File: src/design/tirx_pkg.sv
package tirx_pkg;

   // ---------------------------------------------------------------
   // Opcodes of the group
   // ---------------------------------------------------------------
   localparam logic [9:0] OPC_SKIP_PIN0 = 10'h03A;
   localparam logic [9:0] OPC_SKIP_PIN1 = 10'h03B;
   localparam logic [9:0] OPC_RD_IEN1 = 10'h054;
   localparam logic [9:0] OPC_WR_IEN1 = 10'h03F;
   localparam logic [9:0] OPC_RD_IEN2 = 10'h055;
   localparam logic [9:0] OPC_WR_IEN2 = 10'h03E;
   localparam logic [9:0] OPC_RD_EXT1 = 10'h253;
   localparam logic [9:0] OPC_WR_EXT1 = 10'h217;
   localparam logic [9:0] OPC_RD_EXT2 = 10'h254;
   localparam logic [9:0] OPC_WR_EXT2 = 10'h218;
   localparam logic [9:0] OPC_RD_TC1 = 10'h24B;
   localparam logic [9:0] OPC_WR_TC1 = 10'h20E;
   localparam logic [9:0] OPC_RD_TC2 = 10'h24C;
   localparam logic [9:0] OPC_WR_TC2 = 10'h20F;
   localparam logic [9:0] OPC_RD_TC3 = 10'h24D;
   localparam logic [9:0] OPC_WR_TC3 = 10'h210;
   localparam logic [9:0] OPC_RD_TC4 = 10'h24E;
   localparam logic [9:0] OPC_WR_TC4 = 10'h211;
   localparam logic [9:0] OPC_RD_TC6 = 10'h250;
   localparam logic [9:0] OPC_WR_TC6 = 10'h213;
   // Upper eight bits of the four-timer groups; low two bits pick the timer
   localparam logic [7:0] OPC_RD_TMR_HI = 8'h9C;
   localparam logic [7:0] OPC_LD_TMR_HI = 8'h8C;
   localparam logic [7:0] OPC_SKIP_FLAG_HI = 8'hA0;
   localparam logic [9:0] OPC_LD_RLD1 = 10'h23F;
   localparam logic [9:0] OPC_LD_RLD3 = 10'h23B;

   // ---------------------------------------------------------------
   // Control register indices
   // ---------------------------------------------------------------
   localparam int CTRL_NUM = 9;
   localparam logic [3:0] IDX_IEN1 = 4'h0;
   localparam logic [3:0] IDX_IEN2 = 4'h1;
   localparam logic [3:0] IDX_EXT1 = 4'h2;
   localparam logic [3:0] IDX_EXT2 = 4'h3;
   localparam logic [3:0] IDX_TC1 = 4'h4;
   localparam logic [3:0] IDX_TC2 = 4'h5;
   localparam logic [3:0] IDX_TC3 = 4'h6;
   localparam logic [3:0] IDX_TC4 = 4'h7;
   localparam logic [3:0] IDX_TC6 = 4'h8;
   localparam logic [3:0] IDX_TMR1 = 4'h0;
   localparam logic [3:0] IDX_TMR3 = 4'h2;

   // Polarity select bit inside each external interrupt control register
   localparam int POL_BIT = 2;

   // ---------------------------------------------------------------
   // Reset values
   // ---------------------------------------------------------------
   localparam logic [3:0] CTRL_RST = 4'h0;
   localparam logic [7:0] RELOAD_RST = 8'h00;
   localparam logic [3:0] FLAG_RST = 4'h0;

   typedef enum logic [2:0] {
      OP_NONE,
      OP_SKIP_PIN,
      OP_RD_CTRL,
      OP_WR_CTRL,
      OP_RD_TMR,
      OP_LD_TMR,
      OP_LD_RLD,
      OP_SKIP_FLAG
   } tirx_op_e;

endpackage : tirx_pkg

File: src/design/tirx_dec_if.sv
`timescale 1ns/100ps
`default_nettype none
interface tirx_dec_if;
   import tirx_pkg::*;
   logic [9:0] code;
   tirx_op_e op;
   logic [3:0] idx;
   modport dec (input code, output op, output idx);
   modport exe (output code, input op, input idx);
endinterface : tirx_dec_if
`default_nettype wire

File: src/design/tirx_instr_exec.sv
// Notes on behaviour
// (RL1) Pin-0 test skips when pin matches polarity
// (RL2) Pin-1 test skips when pin matches polarity
// (RL3) Interrupt control register reads load accumulator
// (RL4) Interrupt control register writes take accumulator
// (RL5) Timer control register reads load accumulator
// (RL6) Timer control register writes take accumulator
// (RL7) Timer read: upper nibble B, lower A
// (RL8) Timer load writes counter and reload together
// (RL9) Reload-only loads leave counter untouched
// (RL10) Flag test skips on one, then clears
// (RL11) Flag at zero: unchanged, no skip
// (RL12) One word, one cycle, skip next instruction
`timescale 1ns/100ps
`default_nettype none
module tirx_instr_exec
   import tirx_pkg::*;
(
   // Clock and reset
   input wire logic mclk_in,
   input wire logic rst_in,
   // Instruction from the core
   input wire logic instr_valid_in,
   input wire logic [9:0] instr_code_in,
   input wire logic [3:0] acc_in,
   input wire logic [3:0] regb_in,
   // Results to the core
   output logic acc_wr_out,
   output logic [3:0] acc_data_out,
   output logic regb_wr_out,
   output logic [3:0] regb_data_out,
   output logic skip_out,
   // External interrupt pins
   input wire logic ext_irq_pin_zero_in,
   input wire logic ext_irq_pin_one_in,
   // Timer peripheral
   input wire logic [31:0] timer_count_in,
   input wire logic [3:0] timer_flag_set_in,
   output logic [3:0] timer_flag_out,
   output logic [3:0] timer_load_out,
   output logic [7:0] timer_load_data_out,
   output logic [31:0] timer_reload_out,
   // Control registers
   output logic [3:0] irq_enable_ctrl_first_out,
   output logic [3:0] irq_enable_ctrl_second_out,
   output logic [3:0] ext_irq_ctrl_first_out,
   output logic [3:0] ext_irq_ctrl_second_out,
   output logic [3:0] timer_ctrl_first_out,
   output logic [3:0] timer_ctrl_second_out,
   output logic [3:0] timer_ctrl_third_out,
   output logic [3:0] timer_ctrl_fourth_out,
   output logic [3:0] timer_ctrl_sixth_out
);

   // ---------------------------------------------------------------
   // State
   // ---------------------------------------------------------------
   typedef struct packed {
      // Registers the instructions reach
      logic [CTRL_NUM-1:0][3:0] ctrl;
      logic [3:0][7:0] reload;
      logic [3:0] flag;
      // Pin synchroniser
      logic [1:0] pin_meta;
      logic [1:0] pin_sync;
      // Results to the core and the timers
      logic acc_wr;
      logic [3:0] acc_data;
      logic regb_wr;
      logic [3:0] regb_data;
      logic skip;
      logic [3:0] load;
      logic [7:0] load_data;
   } tirx_state_s;

   tirx_state_s st_q;
   tirx_state_s st_d;
   tirx_dec_if dec_if ();
   logic pin0_polarity_sel;
   logic pin1_polarity_sel;
   logic [3:0] flag_clr;
   logic [7:0] cnt_byte;

   // ---------------------------------------------------------------
   // Helpers
   // ---------------------------------------------------------------
   function automatic logic [7:0] tirx_byte(input logic [31:0] vec,
                                            input logic [1:0] sel);
      tirx_byte = vec[sel*8 +: 8];
   endfunction : tirx_byte

   // ---------------------------------------------------------------
   // Decoder
   // ---------------------------------------------------------------
   assign dec_if.code = instr_code_in;

   tirx_decode u_decode (
      .dec_if (dec_if.dec)
   );

   // ---------------------------------------------------------------
   // Polarity selects and timer byte
   // ---------------------------------------------------------------
   assign pin0_polarity_sel = st_q.ctrl[IDX_EXT1][POL_BIT];
   assign pin1_polarity_sel = st_q.ctrl[IDX_EXT2][POL_BIT];
   // Count byte of the timer that a read names
   assign cnt_byte = tirx_byte(timer_count_in, dec_if.idx[1:0]);

   // ---------------------------------------------------------------
   // Next state
   // ---------------------------------------------------------------
   always_comb
   begin
      st_d = st_q;
      flag_clr = 4'h0;
      // Pins pass two flops before the level test reads them
      st_d.pin_meta = {ext_irq_pin_one_in, ext_irq_pin_zero_in};
      st_d.pin_sync = st_q.pin_meta;
      // One-cycle result strobes (RL12)
      st_d.acc_wr = 1'b0;
      st_d.regb_wr = 1'b0;
      st_d.skip = 1'b0;
      st_d.load = 4'h0;
      if (instr_valid_in)
      begin
         case (dec_if.op)
            OP_SKIP_PIN:
            begin
               if (dec_if.idx[0] == 1'b0)
               begin
                  st_d.skip = (st_q.pin_sync[0] == pin0_polarity_sel); // RL1
               end
               else
               begin
                  st_d.skip = (st_q.pin_sync[1] == pin1_polarity_sel); // RL2
               end
            end
            OP_RD_CTRL:
            begin
               st_d.acc_wr = 1'b1; // RL3 RL5
               st_d.acc_data = st_q.ctrl[dec_if.idx]; // RL3 RL5
            end
            OP_WR_CTRL:
            begin
               st_d.ctrl[dec_if.idx] = acc_in; // RL4 RL6
            end
            OP_RD_TMR:
            begin
               st_d.acc_wr = 1'b1; // RL7
               st_d.regb_wr = 1'b1; // RL7
               st_d.regb_data = cnt_byte[7:4]; // RL7
               st_d.acc_data = cnt_byte[3:0]; // RL7
            end
            OP_LD_TMR:
            begin
               st_d.reload[dec_if.idx[1:0]] = {regb_in, acc_in}; // RL8
               st_d.load[dec_if.idx[1:0]] = 1'b1; // RL8
               st_d.load_data = {regb_in, acc_in}; // RL8
            end
            OP_LD_RLD:
            begin
               st_d.reload[dec_if.idx[1:0]] = {regb_in, acc_in}; // RL9
            end
            OP_SKIP_FLAG:
            begin
               st_d.skip = st_q.flag[dec_if.idx[1:0]]; // RL10 RL11
               flag_clr[dec_if.idx[1:0]] = st_q.flag[dec_if.idx[1:0]]; // RL10
            end
            default:
            begin
               st_d.skip = 1'b0;
            end
         endcase
      end
      // A timer event in the clearing cycle wins over the clear
      st_d.flag = (st_q.flag & ~flag_clr) | timer_flag_set_in; // RL10 RL11
   end

   // ---------------------------------------------------------------
   // Registers
   // ---------------------------------------------------------------
   always_ff @(posedge mclk_in)
   begin
      if (rst_in)
      begin
         st_q <= '0;
         st_q.ctrl <= {CTRL_NUM{CTRL_RST}};
         st_q.reload <= {4{RELOAD_RST}};
         st_q.flag <= FLAG_RST;
      end
      else
      begin
         st_q <= st_d;
      end
   end

   // ---------------------------------------------------------------
   // Outputs
   // ---------------------------------------------------------------
   // Result strobes and data
   assign acc_wr_out = st_q.acc_wr;
   assign acc_data_out = st_q.acc_data;
   assign regb_wr_out = st_q.regb_wr;
   assign regb_data_out = st_q.regb_data;
   assign skip_out = st_q.skip; // RL12

   // Timer side
   assign timer_flag_out = st_q.flag;
   assign timer_load_out = st_q.load;
   assign timer_load_data_out = st_q.load_data;
   assign timer_reload_out = st_q.reload;

   // Control registers
   assign irq_enable_ctrl_first_out = st_q.ctrl[IDX_IEN1];
   assign irq_enable_ctrl_second_out = st_q.ctrl[IDX_IEN2];
   assign ext_irq_ctrl_first_out = st_q.ctrl[IDX_EXT1];
   assign ext_irq_ctrl_second_out = st_q.ctrl[IDX_EXT2];
   assign timer_ctrl_first_out = st_q.ctrl[IDX_TC1];
   assign timer_ctrl_second_out = st_q.ctrl[IDX_TC2];
   assign timer_ctrl_third_out = st_q.ctrl[IDX_TC3];
   assign timer_ctrl_fourth_out = st_q.ctrl[IDX_TC4];
   assign timer_ctrl_sixth_out = st_q.ctrl[IDX_TC6];

endmodule : tirx_instr_exec
`default_nettype wire

File: src/design/tirx_decode.sv
`timescale 1ns/100ps
`default_nettype none
module tirx_decode
   import tirx_pkg::*;
(
   tirx_dec_if.dec dec_if
);

   // ---------------------------------------------------------------
   // Opcode to operation and index
   // ---------------------------------------------------------------
   always_comb
   begin
      dec_if.op = OP_NONE;
      dec_if.idx = 4'h0;
      case (dec_if.code)
         OPC_SKIP_PIN0:
         begin
            dec_if.op = OP_SKIP_PIN;
            dec_if.idx = 4'h0;
         end
         OPC_SKIP_PIN1:
         begin
            dec_if.op = OP_SKIP_PIN;
            dec_if.idx = 4'h1;
         end
         OPC_RD_IEN1:
         begin
            dec_if.op = OP_RD_CTRL;
            dec_if.idx = IDX_IEN1;
         end
         OPC_RD_IEN2:
         begin
            dec_if.op = OP_RD_CTRL;
            dec_if.idx = IDX_IEN2;
         end
         OPC_RD_EXT1:
         begin
            dec_if.op = OP_RD_CTRL;
            dec_if.idx = IDX_EXT1;
         end
         OPC_RD_EXT2:
         begin
            dec_if.op = OP_RD_CTRL;
            dec_if.idx = IDX_EXT2;
         end
         OPC_RD_TC1:
         begin
            dec_if.op = OP_RD_CTRL;
            dec_if.idx = IDX_TC1;
         end
         OPC_RD_TC2:
         begin
            dec_if.op = OP_RD_CTRL;
            dec_if.idx = IDX_TC2;
         end
         OPC_RD_TC3:
         begin
            dec_if.op = OP_RD_CTRL;
            dec_if.idx = IDX_TC3;
         end
         OPC_RD_TC4:
         begin
            dec_if.op = OP_RD_CTRL;
            dec_if.idx = IDX_TC4;
         end
         OPC_RD_TC6:
         begin
            dec_if.op = OP_RD_CTRL;
            dec_if.idx = IDX_TC6;
         end
         OPC_WR_IEN1:
         begin
            dec_if.op = OP_WR_CTRL;
            dec_if.idx = IDX_IEN1;
         end
         OPC_WR_IEN2:
         begin
            dec_if.op = OP_WR_CTRL;
            dec_if.idx = IDX_IEN2;
         end
         OPC_WR_EXT1:
         begin
            dec_if.op = OP_WR_CTRL;
            dec_if.idx = IDX_EXT1;
         end
         OPC_WR_EXT2:
         begin
            dec_if.op = OP_WR_CTRL;
            dec_if.idx = IDX_EXT2;
         end
         OPC_WR_TC1:
         begin
            dec_if.op = OP_WR_CTRL;
            dec_if.idx = IDX_TC1;
         end
         OPC_WR_TC2:
         begin
            dec_if.op = OP_WR_CTRL;
            dec_if.idx = IDX_TC2;
         end
         OPC_WR_TC3:
         begin
            dec_if.op = OP_WR_CTRL;
            dec_if.idx = IDX_TC3;
         end
         OPC_WR_TC4:
         begin
            dec_if.op = OP_WR_CTRL;
            dec_if.idx = IDX_TC4;
         end
         OPC_WR_TC6:
         begin
            dec_if.op = OP_WR_CTRL;
            dec_if.idx = IDX_TC6;
         end
         OPC_LD_RLD1:
         begin
            dec_if.op = OP_LD_RLD;
            dec_if.idx = IDX_TMR1;
         end
         OPC_LD_RLD3:
         begin
            dec_if.op = OP_LD_RLD;
            dec_if.idx = IDX_TMR3;
         end
         default:
         begin
            if (dec_if.code[9:2] == OPC_RD_TMR_HI)
            begin
               dec_if.op = OP_RD_TMR;
               dec_if.idx = {2'h0, dec_if.code[1:0]};
            end
            else if (dec_if.code[9:2] == OPC_LD_TMR_HI)
            begin
               dec_if.op = OP_LD_TMR;
               dec_if.idx = {2'h0, dec_if.code[1:0]};
            end
            else if (dec_if.code[9:2] == OPC_SKIP_FLAG_HI)
            begin
               dec_if.op = OP_SKIP_FLAG;
               dec_if.idx = {2'h0, dec_if.code[1:0]};
            end
         end
      endcase
   end

endmodule : tirx_decode
`default_nettype wire

File: config.mk
export PLATFORM = sky130hd
export DESIGN_NAME = tirx_instr_exec
export DESIGN_NICKNAME = d
export VERILOG_FILES = /design/src/design/tirx_pkg.sv /design/src/design/tirx_dec_if.sv /design/src/design/tirx_instr_exec.sv /design/src/design/tirx_decode.sv
export SDC_FILE = /design/constraint.sdc
export NUM_CORES = 1
export LEC_CHECK = 0
export ABC_AREA = 1
export BUFFER_PORTS_ARGS = -buffer_cell sky130_fd_sc_hd__buf_4
export CORE_MARGIN = 5
export CORE_UTILIZATION = 53
export CTS_CLUSTER_DIAMETER = 150
export DETAILED_ROUTE_END_ITERATION = 8
export PLACE_DENSITY_LB_ADDON = 0.15
export RECOVER_POWER = 50
export SKIP_LAST_GASP = 1
export SLEW_MARGIN = 20
export SYNTH_ARGS = -nofsm -noshare
export SYNTH_HDL_FRONTEND = slang
export SYNTH_SLANG_ARGS = --single-unit
File: constraint.sdc
create_clock -name mclk_in -period 2.4 [get_ports mclk_in]
set_clock_uncertainty 0.15 [all_clocks]
set_input_delay 0.36 -clock mclk_in [delete_from_list [all_inputs] [get_ports mclk_in]]
set_output_delay 0.36 -clock mclk_in [all_outputs]
set_load 0.02 [all_outputs]
Word-level counts from Yosys, hierarchy flattened

Index checks and enable logic that the tools add are counted.

Register bits: 99
Output and inout bits: 95

Order comparisons: 4
Equal/unequal tests: 34
Shift-type cells: 1
Multiplexer cells: 26
Bitwise logic cells: 6
Reductions and logical operators: 24

Operators by type and width:

| cell                                                                   | count |
|---|---|
| 10-bit equality test, second input constant                            | 16 |
| 10-bit by 6-bit equality test with 1-bit output, second input constant | 4 |
| 36-bit bitwise mux                                                     | 1 |
| 4-bit case mux with 9 select lines                                     | 1 |
| 32-bit bitwise mux                                                     | 1 |
| 32-bit by 6-bit indexed part select with 8-bit output                  | 1 |
| 8-bit equality test, second input constant                             | 3 |
| 4-bit two-way mux                                                      | 6 |
| 10-bit by 7-bit equality test with 1-bit output, second input constant | 2 |
| 2-bit OR reduction                                                     | 10 |
| 9-bit OR reduction                                                     | 2 |
| 4-bit binary-select mux with 4-bit select                              | 1 |
| 4-bit demux with 4-bit select                                          | 1 |
| 8-bit demux with 2-bit select                                          | 1 |
| 3-bit equality test, second input constant                             | 4 |
| 3-bit case mux with 4 select lines                                     | 1 |
| 5-bit case mux with 2 select lines                                     | 1 |
| 2-bit AND reduction                                                    | 5 |
| 3-bit two-way mux                                                      | 3 |
| 3-bit OR reduction                                                     | 3 |
| 4-bit bitwise AND                                                      | 2 |
| 8-bit two-way mux                                                      | 1 |
| 3-bit by 2-bit equality test with 1-bit output, second input constant  | 2 |
| 4-bit by 5-bit < comparator with 1-bit output, second input constant   | 1 |
| other kinds (17)                                                       | 22 |

Logic depth before layout (Yosys ltp)

Word-level depth: 15
Depth in mapped cells: 16

Cells and area by module

From an unflattened synthesis, not the netlist that was laid out.

Cell total of the unflattened synthesis: 773
Area, all modules: 5424.0 sq um

By module, submodules not included:

| module          | times used | cells each | area an instance (sq um) |
|---|---|---|---|
| tirx_instr_exec | 1          | 650        | 4877.2 |
| tirx_decode     | 1          | 123        | 546.8 |

Worst setup path after synthesis

OpenSTA, ideal clock, no wires.

Path kind: input-to-reg
Start point: in instr_code_in[5]
End point: reg st_q, in the netlist regb_data_out[2]
Library setup time: 109 ps
Data arrival time: 1861 ps
Data required time: 2141 ps
Path slack: 280 ps
Stages on the path: 15
Path through: inv_1 nand2_1 nor2_1 nand3_1 nand2_1 nor2_1 nand3_2 inv_2 nand2_4 inv_2 buf_2 a22oi_1 nand4_1 nand2_1 inv_1

Cells in the longest elaborated chain, start to end: 7

RTL lines:

| item                                                                                          | RTL line               | RTL |
|---|---|---|
| start: declaration                                                                            | tirx_instr_exec.sv:24  | `input wire logic [9:0] instr_code_in,` |
| branches (longest 7 deep; another with 32-bit by 6-bit indexed part select with 8-bit output) | --                     |  |
| end signal: assignment                                                                        | tirx_instr_exec.sv:193 | `st_q <= st_d;` |
| end: declaration                                                                              | tirx_instr_exec.sv:76  | `tirx_state_s st_q;` |

Several ways; the timed one is not identified.
A chain may end at the register's enable or synchronous reset.

Final worst setup path

Start point: in instr_code_in[8]
End point: reg st_q, in the netlist timer_ctrl_second_out[3]

Cells in the longest elaborated chain, start to end: 10

RTL lines:

| item                                                                                                                                         | RTL line               | RTL |
|---|---|---|
| 8-bit equality test                                                                                                                          | tirx_decode.sv:139     | `else if (dec_if.code[9:2] == OPC_SKIP_FLAG_HI)` |
| 2-bit two-way mux                                                                                                                            | tirx_decode.sv:139     |  |
| 4-bit two-way mux                                                                                                                            | tirx_decode.sv:134     | `else if (dec_if.code[9:2] == OPC_LD_TMR_HI)` |
| 4-bit two-way mux                                                                                                                            | tirx_decode.sv:129     | `if (dec_if.code[9:2] == OPC_RD_TMR_HI)` |
| 4-bit case mux with 9 select lines                                                                                                           | tirx_decode.sv:16      | `case (dec_if.code)` |
| 4-bit by 5-bit < comparator with 1-bit output (implied by the code) / 4-bit by 1-bit >= comparator with 1-bit output (equally long branches) | tirx_instr_exec.sv:145 | `st_d.ctrl[dec_if.idx] = acc_in;` |
| 1-bit logical AND (implied by the code)                                                                                                      | tirx_instr_exec.sv:145 |  |
| 4-bit two-way mux (implied by the code)                                                                                                      | tirx_instr_exec.sv:145 |  |
| 4-bit demux with 4-bit select                                                                                                                | tirx_instr_exec.sv:145 |  |
| 36-bit bitwise mux                                                                                                                           | tirx_instr_exec.sv:145 |  |

Parallel ways exist; a longest one is shown, timed or not.

==> impl_metrics.env <==
export IMPL_leakage_nw=2.81
export IMPL_placeableCoreArea_um2=10700
export IMPL_hp_start="timer_flag_set_in[2]"
export IMPL_pre_cts_ws_ns=-0.116
export IMPL_overflow=0
export IMPL_worstPathMaxFanout=24
export IMPL_fp_dieW_um=114
export IMPL_drc=0
export IMPL_die_height_um=114
export IMPL_synth_edff_count=0
export IMPL_clockBufferDepth=2
export IMPL_std_cell_rows=38
export IMPL_synth_warnings=0
export IMPL_ys_seq_elements=99
export IMPL_synth_common_cells="nand2_1, dfxtp_1, a21oi_1, buf_4, inv_1"
export IMPL_slew_viol_final=0
export IMPL_setup_ws_ns=0.235
export IMPL_avgViaCountPerCell=5.28
export IMPL_vias=5796
export IMPL_crit_path_end_kind="register"
export IMPL_p_comb_share_pct=9.4
export IMPL_synth_top_area_share_pct=34.4
export IMPL_cts_buffers=9
export IMPL_dr_pass1_iters=5
export IMPL_post_route_util_pct=60.3
export IMPL_portBuffers=153
export IMPL_start_util_pct=53.6
export IMPL_ctsResizeCount=0
export IMPL_yosysSeqAreaShare_pct=34.4
export IMPL_worst_ep_required_time_ns=2.51
export IMPL_power_switching_w=0.000771
export IMPL_fmax_ghz=0.462
export IMPL_cp_cell_sequence="buf_4 > inv_1 > nand2_2 > inv_2 > nand4_1 > nand2_1 > nand2_2 > nand3_4 > buf_12 > nand2_4 > inv_2 > nand2_1 > o21ai_0 > a21oi_1"
export IMPL_grt_total_usage_pct=26.5
export IMPL_hpwl_um=13800
export IMPL_ioPinCount=154
export IMPL_stdcell_area_um2=6480
export IMPL_diodes=0
export IMPL_p_seq_share_pct=53.0
export IMPL_nNetsFinal=1011
export IMPL_syn_cell_area_um2=5760
export IMPL_synthFlopType="dfxtp_1"
export IMPL_path_clk_slew_ns=0.09
export IMPL_grt_max_degree=32
export IMPL_cts_htree_levels=3
export IMPL_netlist_top_cell_by_area="dfxtp_1"
export IMPL_cts_tree="done"
export IMPL_ant_nets=0
export IMPL_rsz0062_at_grt="false"
export IMPL_synthToLayoutAreaGrowth_pct=12.6
export IMPL_swShare_pct=24.6
export IMPL_p_per_area_nw_per_um2=484
export IMPL_critPathLaunch="instr_code_in[8]"
export IMPL_post_route_period_util_pct=90.2
export IMPL_synthMuxAreaShare_pct=0
export IMPL_setup_viol=0
export IMPL_clock_latency_ns=0.38
export IMPL_dpl_cell_area_um2=6620
export IMPL_syn_nets=925
export IMPL_synth_top_family_by_area="simple AND/OR/NAND/NOR gates"
export IMPL_drive_above_1_share_pct=16.8
export IMPL_cp_start_kind="primary input"
export IMPL_wire_per_inst_um=16.0
export IMPL_grt_pass1_wl_um=27700
export IMPL_maxCapViolCount=0
export IMPL_max_slew_margin_pct=43.9
export IMPL_tightest_slew_ns=0.842
export IMPL_cp_slowest_cell="o21ai_0"
export IMPL_ir_worst_vdd_uv=431
export IMPL_cts_root_buf="clkbuf_8"
export IMPL_clock_sinks=99
export IMPL_synthArstFlopShare_pct=0
export IMPL_post_cts_buffers=0
export IMPL_status="complete, no violations"
export IMPL_die_area_um2=13000
export IMPL_ys_top_cells_by_area="dfxtp_1, nand2_1, buf_4, a21oi_1, nand3_1"
export IMPL_place_congestion=0.957
export IMPL_critPathMaxStageDelay_ns=0.25
export IMPL_hold_path_class="primary input to register"
export IMPL_synth_compound_area_share_pct=13.3
export IMPL_p_int_w=0.00236
export IMPL_wirelength_um=17500
export IMPL_fin_crit_ns=2.16
export IMPL_timing_worst_setup_path_type="primary input to register"
export IMPL_avgSynthCellArea_um2=6.65
export IMPL_yosys_area_share_simple_pct=31.6
export IMPL_holdBufCountCts=0
export IMPL_synthAdderAreaFrac_pct=0
export IMPL_synth_xor_area_share_pct=0.152
export IMPL_hold_violations=0
export IMPL_r2r_start="timer_flag_out[2]"
export IMPL_synthCells=866
export IMPL_p_clk_share_pct=37.6
export IMPL_antenna_found_initial=0
export IMPL_drt_initial_drc_count=357
export IMPL_grt_pass1_vias=5616
export IMPL_crit_arrival_ns=2.27
export IMPL_synth_most_common_cell="nand2_1"
export IMPL_synthDistinctLibCells=31
[worst max-delay path, delay by kind of cell]
kind | cells | cell delay [ns]
compound gates | 2 | 0.32
buf+inv | 5 | 0.71
simple gates | 7 | 0.86
[cell type report]
type	instances	area, um2
clock buffer	10	128
clock inverter	6	90.1
fill	1148	4260
inverter	88	330
multi-input combinational	551	2590
sequential	99	1980
tap	140	175
timing repair buffer	203	1180
[logic make-up after synthesis]
group           count (synthesis)
simple gates                  401
flops                          99
compound gates                149
xor+xnor                        1
buf+inv                       216
[state kept, by name, indices dropped and copies added, names as in the netlist, 2 cells and up]
register	cells
acc_data_out	4
ext_irq_ctrl_first_out	4
ext_irq_ctrl_second_out	4
irq_enable_ctrl_first_out	4
irq_enable_ctrl_second_out	4
regb_data_out	4
st_d	2
st_q	2
timer_ctrl_first_out	4
timer_ctrl_fourth_out	4
timer_ctrl_second_out	4
timer_ctrl_sixth_out	4
timer_ctrl_third_out	4
timer_flag_out	4
timer_load_data_out	8
timer_load_out	4
timer_reload_out	32
[per-layer routing]
layer / vias to the layer above / wire length, um / track usage (%)
li1: 2883 / - / -
met1: 2679 / 7500 / 33.3
met4: 0 / 406 / 9.74
met3: 29 / 1280 / 7.29
met2: 205 / 8310 / 43.6
met5: - / 0 / 0
[cell usage in the layout (no fill, tap or decap)]
| master | instances |
|---|---|
| nand2_1 | 207 |
| buf_4 | 108 |
| dfxtp_1 | 99 |
| a21oi_1 | 95 |
| clkbuf_1 | 95 |
| inv_1 | 75 |
| nand3_1 | 67 |
| nor2_1 | 62 |
| o21ai_0 | 42 |
| nand4_1 | 38 |
| inv_2 | 13 |
| clkbuf_8 | 9 |
| nor2_4 | 8 |
| nand2_2 | 7 |
| o21ai_1 | 5 |
| nor2_2 | 4 |
| a22oi_1 | 4 |
| bufinv_16 | 2 |
| clkinv_4 | 2 |
| nor3_2 | 1 |
| nor3b_1 | 1 |
| nor3_1 | 1 |
| nand3_2 | 1 |
| o21ai_2 | 1 |
| nand3_4 | 1 |
| nand2_4 | 1 |
| o211a_1 | 1 |
| and2_1 | 1 |
| nand3b_1 | 1 |
| xnor2_1 | 1 |
| o211ai_1 | 1 |
| clkinv_2 | 1 |
| clkinvlp_4 | 1 |
| buf_12 | 1 |
[path summary, 6_finish.rpt]
| check | end | slack, ns | cells after the start |
|---|---|---|---|
| max | timer_ctrl_second_out[3] | 0.24 | 14 |
| min | timer_flag_out[2] | 0.05 | 3 |
| max reg2reg | timer_flag_out[0] | 1.05 | 7 |
| min reg2reg | st_q[24] | 0.26 | 2 |
[power groups by stage]
| stage | clock network, W | logic, W | registers (W) |
|---|---|---|---|
| after floorplan | 0 | 0.000153 | 0.00169 |
| after global placement | 0 | 0.000296 | 0.00170 |
| after detailed placement | 0 | 0.000298 | 0.00170 |
| after CTS | 0.00120 | 0.000299 | 0.00166 |
| after global routing | 0.00129 | 0.000323 | 0.00166 |
| final | 0.00118 | 0.000296 | 0.00166 |
[through the flow]
| step | total power, W | cells | hold WS [ns] | setup TNS, ns |
|---|---|---|---|---|
| floorplan | 0.00185 | 866 | 0.238 | 0 |
| global placement | 0.00199 | 1081 | 0.249 | -0.460 |
| detailed placement | 0.00200 | 1081 | 0.249 | -1.01 |
| CTS | 0.00315 | 1097 | 0.0445 | 0 |
| global route | 0.00327 | 1097 | 0.0510 | 0 |
| finish | 0.00313 | 1097 | 0.0520 | 0 |
Note: power is estimated with default switching activity, not from simulation.
